==> src/logic/cvt_pkg.sv <==
// Constants and types shared by the coprocessor address translation unit.
package cvt_pkg;
    // Register byte offsets on the AXI4-Lite bus.
    localparam logic [7:0] CVT_OFF_DIR_BASE = 8'h00;
    localparam logic [7:0] CVT_OFF_CUR_VA = 8'h04;
    localparam logic [7:0] CVT_OFF_CTRL = 8'h08;
    localparam logic [7:0] CVT_OFF_STAT = 8'h0C;
    // Control register fields and reset value.
    localparam int CVT_CTRL_ON = 0;
    localparam int CVT_CTRL_PRIV = 2;
    localparam int CVT_CTRL_PV_EN = 6;
    localparam int CVT_CTRL_NP_EN = 7;
    localparam logic [7:0] CVT_CTRL_MASK = 8'hC5;
    localparam logic [7:0] CVT_CTRL_RST = 8'h00;
    // Status register fields.
    localparam int CVT_STAT_PV = 6;
    localparam int CVT_STAT_NP = 7;
    localparam logic [7:0] CVT_STAT_MASK = 8'hC0;
    // Table entry fields.
    localparam int CVT_ENT_P = 0;
    localparam int CVT_ENT_RW = 1;
    localparam int CVT_ENT_US = 2;
    localparam int CVT_ENT_A = 5;
    localparam int CVT_ENT_D = 6;
    // Linear address split and look-aside entries.
    localparam int CVT_DIR_LSB = 22;
    localparam int CVT_TBL_LSB = 12;
    localparam int CVT_TLB_N = 2;
    localparam int CVT_MAP_DST = 1;
    // AXI response codes.
    localparam logic [1:0] CVT_RESP_OKAY = 2'h0;
    localparam logic [1:0] CVT_RESP_SLVERR = 2'h2;
    // Walk states, Gray coded along the usual path.
    typedef enum logic [2:0] {
        CVT_ST_IDLE = 3'h0,
        CVT_ST_PDE_RD = 3'h1,
        CVT_ST_PDE_WB = 3'h3,
        CVT_ST_PTE_RD = 3'h2,
        CVT_ST_PTE_WB = 3'h6,
        CVT_ST_DATA = 3'h7,
        CVT_ST_FAULT = 3'h5
    } cvt_state_t;
endpackage : cvt_pkg

==> src/logic/cvt_translate.sv <==
// Coprocessor virtual address translation unit with two-entry look-aside buffer.
//
// Function
// Translation off: linear address passes unchanged.
// One control bit turns translation on.
// Two-level directory and table walk, 4KB pages.
// Address split 31:22, 21:12, 11:0.
// Software loads aligned directory base before use.
// Directory entry gives page table base.
// Table entry frame plus offset gives data.
// Entry: frame 31:12, dirty 6, accessed 5, present 0.
// Walk sets accessed in both entries.
// Write walk sets dirty in table entry.
// Supervisor mode performs no protection checks.
// User rights follow user and write flags.
// Rights violation abandons cycle, raises interrupt.
// Missing entry raises page-not-present interrupt.
// Other entry bits ignored and never changed.
// Two entries: source maps and destination map.
// Entry holds tag, valid, physical frame.
// Valid tag match forms address from frame.
// Miss walks from base and fills entry.
// Writing directory base invalidates entries.
// Suspending an operation invalidates entries.
// Writes only for the destination map.
// Control bit 2 selects supervisor or user.
// Control bit 0 enables translation.
// Bits 7, 6 gate interrupts; status always updates.
// Clearing a fault flag retries the access.
// Entry fetch is aligned word at base plus index.
//
// Added by the designer: the register offsets and the AXI4-Lite interface to the registers.
`timescale 1ns/1ps
module cvt_translate
    import cvt_pkg::*;
(
    input wire logic clock,
    input wire logic nrst,
    input wire logic [7:0] s_axi_awaddr,
    input wire logic s_axi_awvalid,
    output logic s_axi_awready,
    input wire logic [31:0] s_axi_wdata,
    input wire logic [3:0] s_axi_wstrb,
    input wire logic s_axi_wvalid,
    output logic s_axi_wready,
    output logic [1:0] s_axi_bresp,
    output logic s_axi_bvalid,
    input wire logic s_axi_bready,
    input wire logic [7:0] s_axi_araddr,
    input wire logic s_axi_arvalid,
    output logic s_axi_arready,
    output logic [31:0] s_axi_rdata,
    output logic [1:0] s_axi_rresp,
    output logic s_axi_rvalid,
    input wire logic s_axi_rready,
    input wire logic suspend,
    input wire logic cp_valid,
    output logic cp_ready,
    input wire logic [31:0] cp_addr,
    input wire logic cp_write,
    input wire logic cp_dst,
    input wire logic [31:0] cp_wdata,
    output logic cp_done,
    output logic [31:0] cp_rdata,
    output logic mem_req,
    output logic mem_we,
    output logic [31:0] mem_addr,
    output logic [31:0] mem_wdata,
    input wire logic mem_ack,
    input wire logic [31:0] mem_rdata,
    output logic missing_page_irq,
    output logic rights_fault_irq
);
    cvt_state_t st_r, st_nxt;
    logic aw_hold_r, w_hold_r, awready_r, wready_r, bvalid_r, arready_r, rvalid_r;
    logic [7:0] awaddr_r;
    logic [31:0] wdat_r, rdata_r;
    logic [3:0] wstrb_r;
    logic [1:0] bresp_r, rresp_r;
    logic [19:0] base_r, cva_r;
    logic [7:0] ctrl_r, stat_r, stat_nxt;
    logic [31:0] la_r, cwd_r, ent_r, cp_rdata_r;
    logic wr_r, map_r, cp_ready_r, cp_done_r;
    logic mem_req_r, mem_we_r;
    logic [31:0] mem_addr_r, mem_wdata_r;
    logic np_irq_r, pv_irq_r;
    logic [19:0] tag_r [CVT_TLB_N];
    logic [19:0] frame_r [CVT_TLB_N];
    logic [CVT_TLB_N-1:0] val_r;
    logic wr_go, base_wr, flush, accept, wr_eff, user, hit, np, pv, fill;
    logic iss, iss_we;
    logic [31:0] iss_addr, iss_wdata, wmask;
    logic [19:0] fill_frame;

    // Write channel: address and data are caught in either order.
    assign wr_go = aw_hold_r && w_hold_r && !bvalid_r;
    assign wmask = {{8{wstrb_r[3]}}, {8{wstrb_r[2]}}, {8{wstrb_r[1]}}, {8{wstrb_r[0]}}};
    assign base_wr = wr_go && awaddr_r == CVT_OFF_DIR_BASE;
    assign flush = base_wr || suspend;

    always_ff @(posedge clock or negedge nrst) begin
        if (!nrst) begin
            aw_hold_r <= 1'b0;
            w_hold_r <= 1'b0;
            awready_r <= 1'b1;
            wready_r <= 1'b1;
            bvalid_r <= 1'b0;
            bresp_r <= CVT_RESP_OKAY;
            awaddr_r <= 8'h00;
            wdat_r <= 32'h0000_0000;
            wstrb_r <= 4'h0;
        end else begin
            if (s_axi_awvalid && awready_r) begin
                aw_hold_r <= 1'b1;
                awready_r <= 1'b0;
                awaddr_r <= s_axi_awaddr;
            end
            if (s_axi_wvalid && wready_r) begin
                w_hold_r <= 1'b1;
                wready_r <= 1'b0;
                wdat_r <= s_axi_wdata;
                wstrb_r <= s_axi_wstrb;
            end
            if (wr_go) begin
                aw_hold_r <= 1'b0;
                w_hold_r <= 1'b0;
                bvalid_r <= 1'b1;
                bresp_r <= (awaddr_r == CVT_OFF_DIR_BASE || awaddr_r == CVT_OFF_CTRL ||
                    awaddr_r == CVT_OFF_STAT) ? CVT_RESP_OKAY : CVT_RESP_SLVERR;
            end
            if (bvalid_r && s_axi_bready) begin
                bvalid_r <= 1'b0;
                awready_r <= 1'b1;
                wready_r <= 1'b1;
            end
        end
    end

    // Software registers; the low bits of the base stay zero to keep it page aligned.
    always_ff @(posedge clock or negedge nrst) begin
        if (!nrst) begin
            base_r <= 20'h00000;
            ctrl_r <= CVT_CTRL_RST;
        end else if (wr_go) begin
            if (base_wr) begin
                base_r <= (base_r & ~wmask[31:12]) | (wdat_r[31:12] & wmask[31:12]);
            end
            if (awaddr_r == CVT_OFF_CTRL) begin
                ctrl_r <= (ctrl_r & ~wmask[7:0]) | (wdat_r[7:0] & wmask[7:0] & CVT_CTRL_MASK);
            end
        end
    end

    // Status flags: a fault set in the same cycle as a clear wins.
    always_comb begin
        stat_nxt = stat_r;
        if (wr_go && awaddr_r == CVT_OFF_STAT) begin
            stat_nxt = stat_r & ~(wdat_r[7:0] & wmask[7:0] & CVT_STAT_MASK);
        end
        if (st_r == CVT_ST_PDE_RD || st_r == CVT_ST_PTE_RD) begin
            if (mem_ack && np) begin
                stat_nxt[CVT_STAT_NP] = 1'b1;
            end else if (mem_ack && pv) begin
                stat_nxt[CVT_STAT_PV] = 1'b1;
            end
        end
    end

    // Interrupt outputs follow the flags only while enabled.
    always_ff @(posedge clock or negedge nrst) begin
        if (!nrst) begin
            stat_r <= 8'h00;
            np_irq_r <= 1'b0;
            pv_irq_r <= 1'b0;
        end else begin
            stat_r <= stat_nxt;
            np_irq_r <= stat_nxt[CVT_STAT_NP] && ctrl_r[CVT_CTRL_NP_EN];
            pv_irq_r <= stat_nxt[CVT_STAT_PV] && ctrl_r[CVT_CTRL_PV_EN];
        end
    end

    // Read channel; the base register is write-only and reads as zero.
    always_ff @(posedge clock or negedge nrst) begin
        if (!nrst) begin
            arready_r <= 1'b1;
            rvalid_r <= 1'b0;
            rdata_r <= 32'h0000_0000;
            rresp_r <= CVT_RESP_OKAY;
        end else if (s_axi_arvalid && arready_r) begin
            arready_r <= 1'b0;
            rvalid_r <= 1'b1;
            rresp_r <= CVT_RESP_OKAY;
            unique case (s_axi_araddr)
                CVT_OFF_DIR_BASE: rdata_r <= 32'h0000_0000;
                CVT_OFF_CUR_VA: rdata_r <= {cva_r, 12'h000};
                CVT_OFF_CTRL: rdata_r <= {24'h000000, ctrl_r};
                CVT_OFF_STAT: rdata_r <= {24'h000000, stat_r};
                default: begin
                    rdata_r <= 32'h0000_0000;
                    rresp_r <= CVT_RESP_SLVERR;
                end
            endcase
        end else if (rvalid_r && s_axi_rready) begin
            rvalid_r <= 1'b0;
            arready_r <= 1'b1;
        end
    end

    // Request decode: source maps never write, supervisor skips the rights checks but not the present check.
    assign accept = cp_valid && cp_ready_r;
    assign wr_eff = cp_write && cp_dst;
    assign user = ctrl_r[CVT_CTRL_PRIV];
    assign hit = val_r[cp_dst] && tag_r[cp_dst] == cp_addr[31:CVT_TBL_LSB];
    assign np = !mem_rdata[CVT_ENT_P];
    assign pv = user && (!mem_rdata[CVT_ENT_US] || (wr_r && !mem_rdata[CVT_ENT_RW]));
    assign fill_frame = (st_r == CVT_ST_PTE_RD) ? mem_rdata[31:12] : ent_r[31:12];

    // Walk sequencing; write-backs change only the accessed and dirty bits.
    always_comb begin
        st_nxt = st_r;
        iss = 1'b0;
        iss_we = 1'b0;
        iss_addr = la_r;
        iss_wdata = cwd_r;
        fill = 1'b0;
        unique case (st_r)
            CVT_ST_IDLE: begin
                if (accept) begin
                    iss = 1'b1;
                    iss_wdata = cp_wdata;
                    st_nxt = CVT_ST_DATA;
                    if (!ctrl_r[CVT_CTRL_ON]) begin
                        iss_we = wr_eff;
                        iss_addr = cp_addr;
                    end else if (hit) begin
                        iss_we = wr_eff;
                        iss_addr = {frame_r[cp_dst], cp_addr[CVT_TBL_LSB-1:0]};
                    end else begin
                        iss_addr = {base_r, cp_addr[31:CVT_DIR_LSB], 2'b00};
                        st_nxt = CVT_ST_PDE_RD;
                    end
                end
            end
            CVT_ST_PDE_RD: begin
                if (mem_ack) begin
                    iss = !(np || pv);
                    if (np || pv) begin
                        st_nxt = CVT_ST_FAULT;
                    end else if (!mem_rdata[CVT_ENT_A]) begin
                        iss_we = 1'b1;
                        iss_addr = mem_addr_r;
                        iss_wdata = mem_rdata | (32'h1 << CVT_ENT_A);
                        st_nxt = CVT_ST_PDE_WB;
                    end else begin
                        iss_addr = {mem_rdata[31:12], la_r[21:CVT_TBL_LSB], 2'b00};
                        st_nxt = CVT_ST_PTE_RD;
                    end
                end
            end
            CVT_ST_PDE_WB: begin
                if (mem_ack) begin
                    iss = 1'b1;
                    iss_addr = {ent_r[31:12], la_r[21:CVT_TBL_LSB], 2'b00};
                    st_nxt = CVT_ST_PTE_RD;
                end
            end
            CVT_ST_PTE_RD: begin
                if (mem_ack) begin
                    iss = !(np || pv);
                    if (np || pv) begin
                        st_nxt = CVT_ST_FAULT;
                    end else if (!mem_rdata[CVT_ENT_A] || (wr_r && !mem_rdata[CVT_ENT_D])) begin
                        iss_we = 1'b1;
                        iss_addr = mem_addr_r;
                        iss_wdata = mem_rdata | (32'h1 << CVT_ENT_A) |
                            ({31'h0, wr_r} << CVT_ENT_D);
                        st_nxt = CVT_ST_PTE_WB;
                    end else begin
                        fill = 1'b1;
                        iss_we = wr_r;
                        iss_addr = {mem_rdata[31:12], la_r[CVT_TBL_LSB-1:0]};
                        st_nxt = CVT_ST_DATA;
                    end
                end
            end
            CVT_ST_PTE_WB: begin
                if (mem_ack) begin
                    iss = 1'b1;
                    fill = 1'b1;
                    iss_we = wr_r;
                    iss_addr = {ent_r[31:12], la_r[CVT_TBL_LSB-1:0]};
                    st_nxt = CVT_ST_DATA;
                end
            end
            CVT_ST_DATA: begin
                if (mem_ack) begin
                    st_nxt = CVT_ST_IDLE;
                end
            end
            CVT_ST_FAULT: begin
                if (!stat_r[CVT_STAT_NP] && !stat_r[CVT_STAT_PV]) begin
                    iss = 1'b1;
                    iss_addr = {base_r, la_r[31:CVT_DIR_LSB], 2'b00};
                    st_nxt = CVT_ST_PDE_RD;
                end
            end
        endcase
    end

    // Walk state, latched request and answer to the coprocessor.
    always_ff @(posedge clock or negedge nrst) begin
        if (!nrst) begin
            st_r <= CVT_ST_IDLE;
            la_r <= 32'h0000_0000;
            cwd_r <= 32'h0000_0000;
            wr_r <= 1'b0;
            map_r <= 1'b0;
            ent_r <= 32'h0000_0000;
            cva_r <= 20'h00000;
            cp_ready_r <= 1'b1;
            cp_done_r <= 1'b0;
            cp_rdata_r <= 32'h0000_0000;
        end else begin
            st_r <= st_nxt;
            cp_ready_r <= st_nxt == CVT_ST_IDLE;
            cp_done_r <= st_r == CVT_ST_DATA && mem_ack;
            if (accept) begin
                la_r <= cp_addr;
                cwd_r <= cp_wdata;
                wr_r <= wr_eff;
                map_r <= cp_dst;
            end
            if (mem_ack) begin
                ent_r <= mem_rdata;
            end
            if (st_r == CVT_ST_DATA && mem_ack) begin
                cp_rdata_r <= mem_rdata;
            end
            if (st_nxt == CVT_ST_FAULT && st_r != CVT_ST_FAULT) begin
                cva_r <= la_r[31:12];
            end
        end
    end

    // Memory port: request stands until its acknowledge.
    always_ff @(posedge clock or negedge nrst) begin
        if (!nrst) begin
            mem_req_r <= 1'b0;
            mem_we_r <= 1'b0;
            mem_addr_r <= 32'h0000_0000;
            mem_wdata_r <= 32'h0000_0000;
        end else if (iss) begin
            mem_req_r <= 1'b1;
            mem_we_r <= iss_we;
            mem_addr_r <= iss_addr;
            mem_wdata_r <= iss_wdata;
        end else if (mem_ack) begin
            mem_req_r <= 1'b0;
        end
    end

    // Look-aside entries; a flush beats a fill since the old walk may be stale.
    genvar gi;
    generate
        for (gi = 0; gi < CVT_TLB_N; gi++) begin : g_tlb
            always_ff @(posedge clock or negedge nrst) begin
                if (!nrst) begin
                    val_r[gi] <= 1'b0;
                    tag_r[gi] <= 20'h00000;
                    frame_r[gi] <= 20'h00000;
                end else if (flush) begin
                    val_r[gi] <= 1'b0;
                end else if (fill && map_r == 1'(gi)) begin
                    val_r[gi] <= 1'b1;
                    tag_r[gi] <= la_r[31:12];
                    frame_r[gi] <= fill_frame;
                end
            end
        end
    endgenerate

    assign s_axi_awready = awready_r;
    assign s_axi_wready = wready_r;
    assign s_axi_bvalid = bvalid_r;
    assign s_axi_bresp = bresp_r;
    assign s_axi_arready = arready_r;
    assign s_axi_rvalid = rvalid_r;
    assign s_axi_rdata = rdata_r;
    assign s_axi_rresp = rresp_r;
    assign cp_ready = cp_ready_r;
    assign cp_done = cp_done_r;
    assign cp_rdata = cp_rdata_r;
    assign mem_req = mem_req_r;
    assign mem_we = mem_we_r;
    assign mem_addr = mem_addr_r;
    assign mem_wdata = mem_wdata_r;
    assign missing_page_irq = np_irq_r;
    assign rights_fault_irq = pv_irq_r;
endmodule : cvt_translate

==> config.mk <==
export PLATFORM = sky130hd
export DESIGN_NAME = cvt_translate
export DESIGN_NICKNAME = d
export VERILOG_FILES = /design/src/logic/cvt_pkg.sv /design/src/logic/cvt_translate.sv
export SDC_FILE = /design/constraint.sdc
export NUM_CORES = 1
export LEC_CHECK = 0
export ABC_AREA = 0
export BUFFER_PORTS_ARGS = -buffer_cell sky130_fd_sc_hd__buf_2
export CAP_MARGIN = 25
export CORE_AREA = 2 2 181 183
export CTS_CLUSTER_DIAMETER = 100
export DETAILED_ROUTE_END_ITERATION = 8
export DIE_AREA = 0 0 183 185
export PLACE_DENSITY = 0.89
export SLEW_MARGIN = 20
export SYNTH_ARGS = -nofsm -noshare
export SYNTH_HDL_FRONTEND = slang
export SYNTH_SLANG_ARGS = --single-unit
==> constraint.sdc <==
create_clock -name clock -period 2.9 [get_ports clock]
set_clock_uncertainty 0.05 [all_clocks]
set_input_delay 0.435 -clock clock [delete_from_list [all_inputs] [get_ports clock]]
set_output_delay 0.435 -clock clock [all_outputs]
set_load 0.03 [all_outputs]
=== Word-level counts from Yosys, hierarchy flattened ===
Cells that the tools add are included.

* Order comparisons: 2
* Eq/ne operators: 16
* Mux-type cells: 92
* Bitwise operators: 14
* Reduce and logical (&&, ||, !) cells: 61

{| class="wikitable"
|+ Operators by type and width
! cell !! count
|-
| two-way mux 32 bit || 19
|-
| one-hot mux 32 bit (3 select lines) || 2
|-
| one-hot mux 32 bit (6 select lines) || 1
|-
| two-way mux 20 bit || 7
|-
| two-way mux 1 bit || 44
|-
| bitwise AND 20 bit || 2
|-
| == test 8 x 4 -> 1 bit (second input constant) || 4
|-
| bitwise OR 32 x 7 -> 32 bit || 1
|-
| two-way mux 3 bit || 10
|-
| bitwise AND 8 bit || 3
|-
| logical AND 1 bit || 24
|-
| one-hot mux 3 bit (7 select lines) || 1
|-
| == test 20 bit || 1
|-
| NOT 20 bit || 1
|-
| bitwise OR 20 bit || 1
|-
| nonzero test 2 bit || 9
|-
| zero test 8 bit || 2
|-
| NOT 8 bit || 2
|-
| == test 3 bit (second input constant) || 4
|-
| zero test 1 bit || 9
|-
| == test 8 x 3 -> 1 bit (second input constant) || 1
|-
| two-way mux 2 bit || 4
|-
| two-way mux 8 bit || 1
|-
| bitwise OR 8 bit || 1
|-
| other kinds (17) || 31
|}

* Flip-flop bits (word level): 428
* Input port bits: 160
* Output and inout port bits: 143
* Logic and storage cells: 224

=== Depth between registers and ports, before layout ===
* Depth after elaboration: 12
* Depth in mapped cells: 12
* Mapped depth without buffers: 8

=== Worst setup path after synthesis ===
OpenSTA, ideal clock, no wires.

* Path type: input -> register
* Start: in cp_dst
* End: reg cva_r[0]
* Setup time: 125 ps
* Arrival: 2665 ps
* Required time: 2725 ps
* Setup slack: 59 ps
* Stages: 11
* Path buffers: 3
* Cells stage by stage: buf_6 -> buf_6 -> mux2i_1 -> xor2_1 -> nand4_1 -> nor3_1 -> a21boi_2 -> o21a_1 -> nor4_4 -> buf_6 -> mux2_4

* Longest elaborated chain between the ends: 12
* Elaborated cells on any way between the ends: 14
* Those cells by class: eq/ne (2); mux (9); bitwise (1); reduce/logical (2)

{| class="wikitable"
|+ RTL lines
! item !! line !! text
|-
| start, declared || cvt_translate.sv:61 || <nowiki>input wire logic cp_dst,</nowiki>
|-
| NOT 1 -> 2 bit (implied by the code) || cvt_translate.sv:213 || <nowiki>assign hit = val_r[cp_dst] && tag_r[cp_dst] == cp_addr[31:CVT_TBL_LSB];</nowiki>
|-
| two-way mux 20 bit (implied by the code) (3 in a row) || cvt_translate.sv:213 ||
|-
| == test 20 bit || cvt_translate.sv:213 ||
|-
| logical AND 1 bit * || cvt_translate.sv:213 ||
|-
| two-way mux 3 bit * || cvt_translate.sv:235 || <nowiki>end else if (hit) begin</nowiki>
|-
| two-way mux 3 bit * || cvt_translate.sv:232 || <nowiki>if (!ctrl_r[CVT_CTRL_ON]) begin</nowiki>
|-
| two-way mux 3 bit * || cvt_translate.sv:228 || <nowiki>if (accept) begin</nowiki>
|-
| one-hot mux 3 bit (7 select lines) * || cvt_translate.sv:226 || <nowiki>unique case (st_r)</nowiki>
|-
| == test 3 bit * || cvt_translate.sv:339 || <nowiki>if (st_nxt == CVT_ST_FAULT && st_r != CVT_ST_FAULT) begin</nowiki>
|-
| logical AND 1 bit * || cvt_translate.sv:339 ||
|-
| end signal, assigned || cvt_translate.sv:340 || <nowiki>cva_r <= la_r[31:12];</nowiki>
|-
| end, declared || cvt_translate.sv:80 || <nowiki>logic [19:0] base_r, cva_r;</nowiki>
|}

Mark *: on every way between the ends. The rest lies on a longest branch, timed or not. The select of a mux whose other input is x is not followed.
A chain may end at the register's enable or synchronous reset.

=== Final worst setup path ===
* Start: reg val_r[0]
* End: reg cva_r[4]

* Longest elaborated chain between the ends: 9

{| class="wikitable"
|+ RTL lines
! item !! line !! text
|-
| start, declared || cvt_translate.sv:89 || <nowiki>logic [CVT_TLB_N-1:0] val_r;</nowiki>
|-
| start signal, assigned by index || cvt_translate.sv:368 || <nowiki>val_r[gi] <= 1'b0;</nowiki>
|-
| start signal, assigned by index || cvt_translate.sv:372 || <nowiki>val_r[gi] <= 1'b0;</nowiki>
|-
| start signal, assigned by index || cvt_translate.sv:374 || <nowiki>val_r[gi] <= 1'b1;</nowiki>
|-
| two-way mux 1 bit (implied by the code) (2 in a row) || cvt_translate.sv:213 ||
|-
| logical AND 1 bit || cvt_translate.sv:213 ||
|-
| two-way mux 3 bit || cvt_translate.sv:235 ||
|-
| two-way mux 3 bit || cvt_translate.sv:232 ||
|-
| two-way mux 3 bit || cvt_translate.sv:228 ||
|-
| one-hot mux 3 bit (7 select lines) || cvt_translate.sv:226 ||
|-
| via st_nxt[1] || cvt_translate.sv:74 || <nowiki>cvt_state_t st_r, st_nxt;</nowiki>
|-
| == test 3 bit || cvt_translate.sv:339 ||
|-
| logical AND 1 bit || cvt_translate.sv:339 ||
|}

The timed path passes the listed nets, and every way through them passes these cells. The select of a mux whose other input is x is not followed.

==> flow_summary.json <==
{
  "status": "completed",
  "multi_input_area_sq_mm": 0.00727,
  "io_buffers": 288,
  "ff_latch_area_sq_mm": 0.00992,
  "rrSetupSlack_ps": 30,
  "grt_pass1_wl_um": 82300,
  "relSlewSlack": 0.478,
  "yosysWarnings": 0,
  "path_clk_slew_ps": 60,
  "fill_cells": 2236,
  "cp_max_fo": 10,
  "core-area_sq_mm": 0.0320,
  "cts_tree": "yes",
  "drtIter0Drc": 1692,
  "area_growth_pct": 21.1,
  "reg2reg_depth": 11,
  "clkPwrFrac": 0.248,
  "yosysUniqueCellTypes": 53,
  "final_util": 0.667,
  "hp-class": "input port to flop",
  "cts.sinks": 396,
  "ir_drop_uv": 707,
  "row_count": 66,
  "r2r-start": "val_r[0]",
  "setup_viol": 0,
  "finalWorstSetupSlack_ps": 26.7,
  "intPower_mw": 14.0,
  "yosys.area_share.xor_xnor": 0.00992,
  "clk_latency_ps": 550,
  "cap_viol_max_count": 0,
  "ys_ff_latch": 396,
  "p_switching_mw": 8.62,
  "synth-simple-area-share": 0.138,
  "die_w_um": 183,
  "cts-root-buf": "clkbuf_16",
  "p_per_area_mw_per_mm2": 1060,
  "overflow": 0,
  "cp.required_ps": 3250,
  "holdPathStages": 2,
  "groute.usage.overall": 0.313,
  "drive_above_1_share": 0.301,
  "p_comb_frac": 0.352,
  "die_h_um": 185,
  "cp_slowest_cell": "nor4_4",
  "layout.nets": 2105,
  "ant_nets": 0,
  "critPathKind": "flop to flop",
  "h-tree-depth": 2,
  "drv_slew": 0,
  "max_freq_mhz": 348,
  "post-place-ws_ps": -213,
  "routabilityCongestion": 0.888,
  "synth_edf_count": 0,
  "cellLeakagePower_nw": 10.6,
  "whs_endpoint": "s_axi_awready",
  "start_util": 0.551,
  "synthFlopType": "dfrtp_1",
  "fin_crit_ps": 2870,
  "synth_compound_area_frac": 0.128,
  "cts_buffer_depth": 3,
  "synthCells": 1657,
  "synthMuxAreaShare": 0.131,
  "avgRoutedWirePerCell_um": 22.3,
  "grt_pass1_vias": 14770,
  "power_frac_seq": 0.400,
  "firstDrtPassIters": 9,
  "hold_ws_ps": 35.7,
  "wl_um": 53400,
  "synth_seq_area_share": 0.562,
  "die_area_sq_mm": 0.0339,
  "avgViaCountPerCell": 6.15,
  "hold_viol": 0,
  "io_pins": 303,
  "dp_hpwl_um": 35600,
  "post_synth_fa_ha_maj_area_fraction": 0,
  "critPathMaxStageDelay_ps": 390,
  "vias": 14697,
  "grt_max_degree": 76,
  "final.setup.tns_ps": 0,
  "start_kind": "flop",
  "hold_path_startpoint": "s_axi_awvalid",
  "crit_path_end_kind": "flop",
  "drc": 0,
  "cp_cell_sequence": "inv_1 -> o32ai_2 -> nand4_1 -> nor4_4 -> a21boi_2 -> buf_4 -> o32ai_4 -> nor4_4 -> buf_4 -> buf_12 -> mux2_4",
  "fin_crit_sh": 0.991,
  "tightest_slew_ps": 783,
  "synthArstFlopShare": 1.00,
  "cp.arrival_ps": 3220,
  "reg2reg_to": "cva_r[4]",
  "syn_area_sq_mm": 0.0177,
  "synth_top_family_by_area": "simple AND/OR/NAND/NOR gates",
  "antenna_found_initial": 8,
  "switching_share": 0.382,
  "avgSynthCellArea_sq_um": 10.7,
  "cts_made_buffers": 41
}
metal layers:
layer	share of wire	track usage	vias up
li1	-	-	6407
met1	0.38	0.406	7222
met2	0.47	0.508	881
met3	0.095	0.0610	185
met4	0.051	0.150	2
met5	0.00024	0	-
synth_stat cells (all sizes together), types with 19 or more instances:
library cell / number / area share
mux2: 142 / 0.095
a221oi: 43 / 0.021
buf: 25 / 0.0091
dfrtp: 392 / 0.56
a31oi: 22 / 0.0078
nand3: 27 / 0.0077
a22o: 27 / 0.013
nand2: 399 / 0.085
mux2i: 64 / 0.036
a32o: 27 / 0.015
a222oi: 19 / 0.011
nor2: 131 / 0.028
o21ai: 59 / 0.017
a21oi: 55 / 0.016
clkbuf: 91 / 0.019
o211a: 20 / 0.011
metrics by stage:
stage	instance area (sq um)	total power, mW	std cells
after global placement	19800	16.3	2304
after floorplan	17700	14.0	1662
final	21400	22.6	2390
after detailed placement	19800	16.7	2304
after CTS	21300	22.4	2379
after global routing	21400	23.6	2390
state kept, by name, summed over array words and instances, names as in the netlist, 2 cells and up, named ones only:
signal       count
la_r            32
frame_r         40
cp_rdata        32
st_r             3
ctrl_r           4
mem_addr        32
stat_r           2
awaddr_r         8
s_axi_rdata     28
cwd_r           32
ent_r           20
val_r            2
tag_r           40
mem_wdata       32
cva_r           20
wdat_r          24
wstrb_r          4
power groups by stage:
stage | Clock [mW] | Combinational, mW | Sequential, mW
floorplan | 0 | 3.96 | 10.0
global placement | 0 | 7.41 | 8.87
detailed placement | 0 | 7.70 | 9.01
CTS | 5.66 | 7.79 | 8.97
global route | 5.89 | 8.53 | 9.23
finish | 5.60 | 7.95 | 9.02
worst max path at each step:
| stage | slack (ps) | end | startpoint |
|---|---|---|---|
| 2_1_floorplan | 60 | cva_r[0] | cp_dst |
| 3_3_place_gp | -130 | cva_r[18] | cp_dst |
| 3_5_place_dp | -210 | cva_r[4] | cp_dst |
| 4_1_cts | 90 | cva_r[4] | tag_r[4] |
| 5_1_grt | -10 | cva_r[4] | tag_r[7] |
| 6_report | 30 | cva_r[4] | val_r[0] |
what timing repair did:
item / 4_1_cts / 5_1_grt
endpoints found under the setup margin: 0 / 8
setup buffers: 0 / 3
hold buffers: 1 / 0
gates resized for setup: 0 / 5
endpoints found under the hold margin: 65 / 0
cell families after synthesis:
family                 after synthesis
AND/OR/NAND/NOR                    602
flip-flops                         396
AO/OA/AOI/OAI                      301
multiplexers                       206
buffers and inverters              131
XOR/XNOR                            20
other                                1
area by class of cell:
cell class | instances | area share
Clock buffer | 60 | 0.0579
Antenna cell | 6 | 0.000702
Inverter | 15 | 0.00263
Timing Repair Buffer | 356 | 0.101
Clock inverter | 14 | 0.00989
Multi-Input combinational cell | 1135 | 0.340
Sequential cell | 396 | 0.464
Tap cell | 408 | 0.0239
layout by cell type (no fill, tap or decap), types with 6 or more instances in the layout:
| master | n |
|---|---|
| a21oi_1 | 54 |
| a221o_1 | 10 |
| a221oi_1 | 43 |
| a222oi_1 | 19 |
| a22o_1 | 27 |
| a31oi_1 | 22 |
| a32o_1 | 27 |
| buf_12 | 14 |
| buf_2 | 287 |
| buf_4 | 51 |
| clkbuf_16 | 42 |
| clkbuf_8 | 14 |
| conb_1 | 6 |
| dfrtp_1 | 391 |
| diode_2 | 6 |
| inv_1 | 15 |
| mux2_2 | 122 |
| mux2_4 | 20 |
| mux2i_1 | 63 |
| nand2_1 | 398 |
| nand3_1 | 26 |
| nor2_1 | 128 |
| nor2b_1 | 9 |
| nor3_1 | 8 |
| o211a_1 | 20 |
| o21ai_0 | 57 |
| xor2_1 | 18 |
critical path: cells and delay by family, from the launching register on:
family / cells / cell delay [ps]
muxes: 1 / 300
AOI/OAI and AO/OA: 3 / 730
DFF: 1 / 370
and+or+nand+nor: 3 / 690
buffers and inverters: 4 / 570
(Power assumes the default switching activity.)
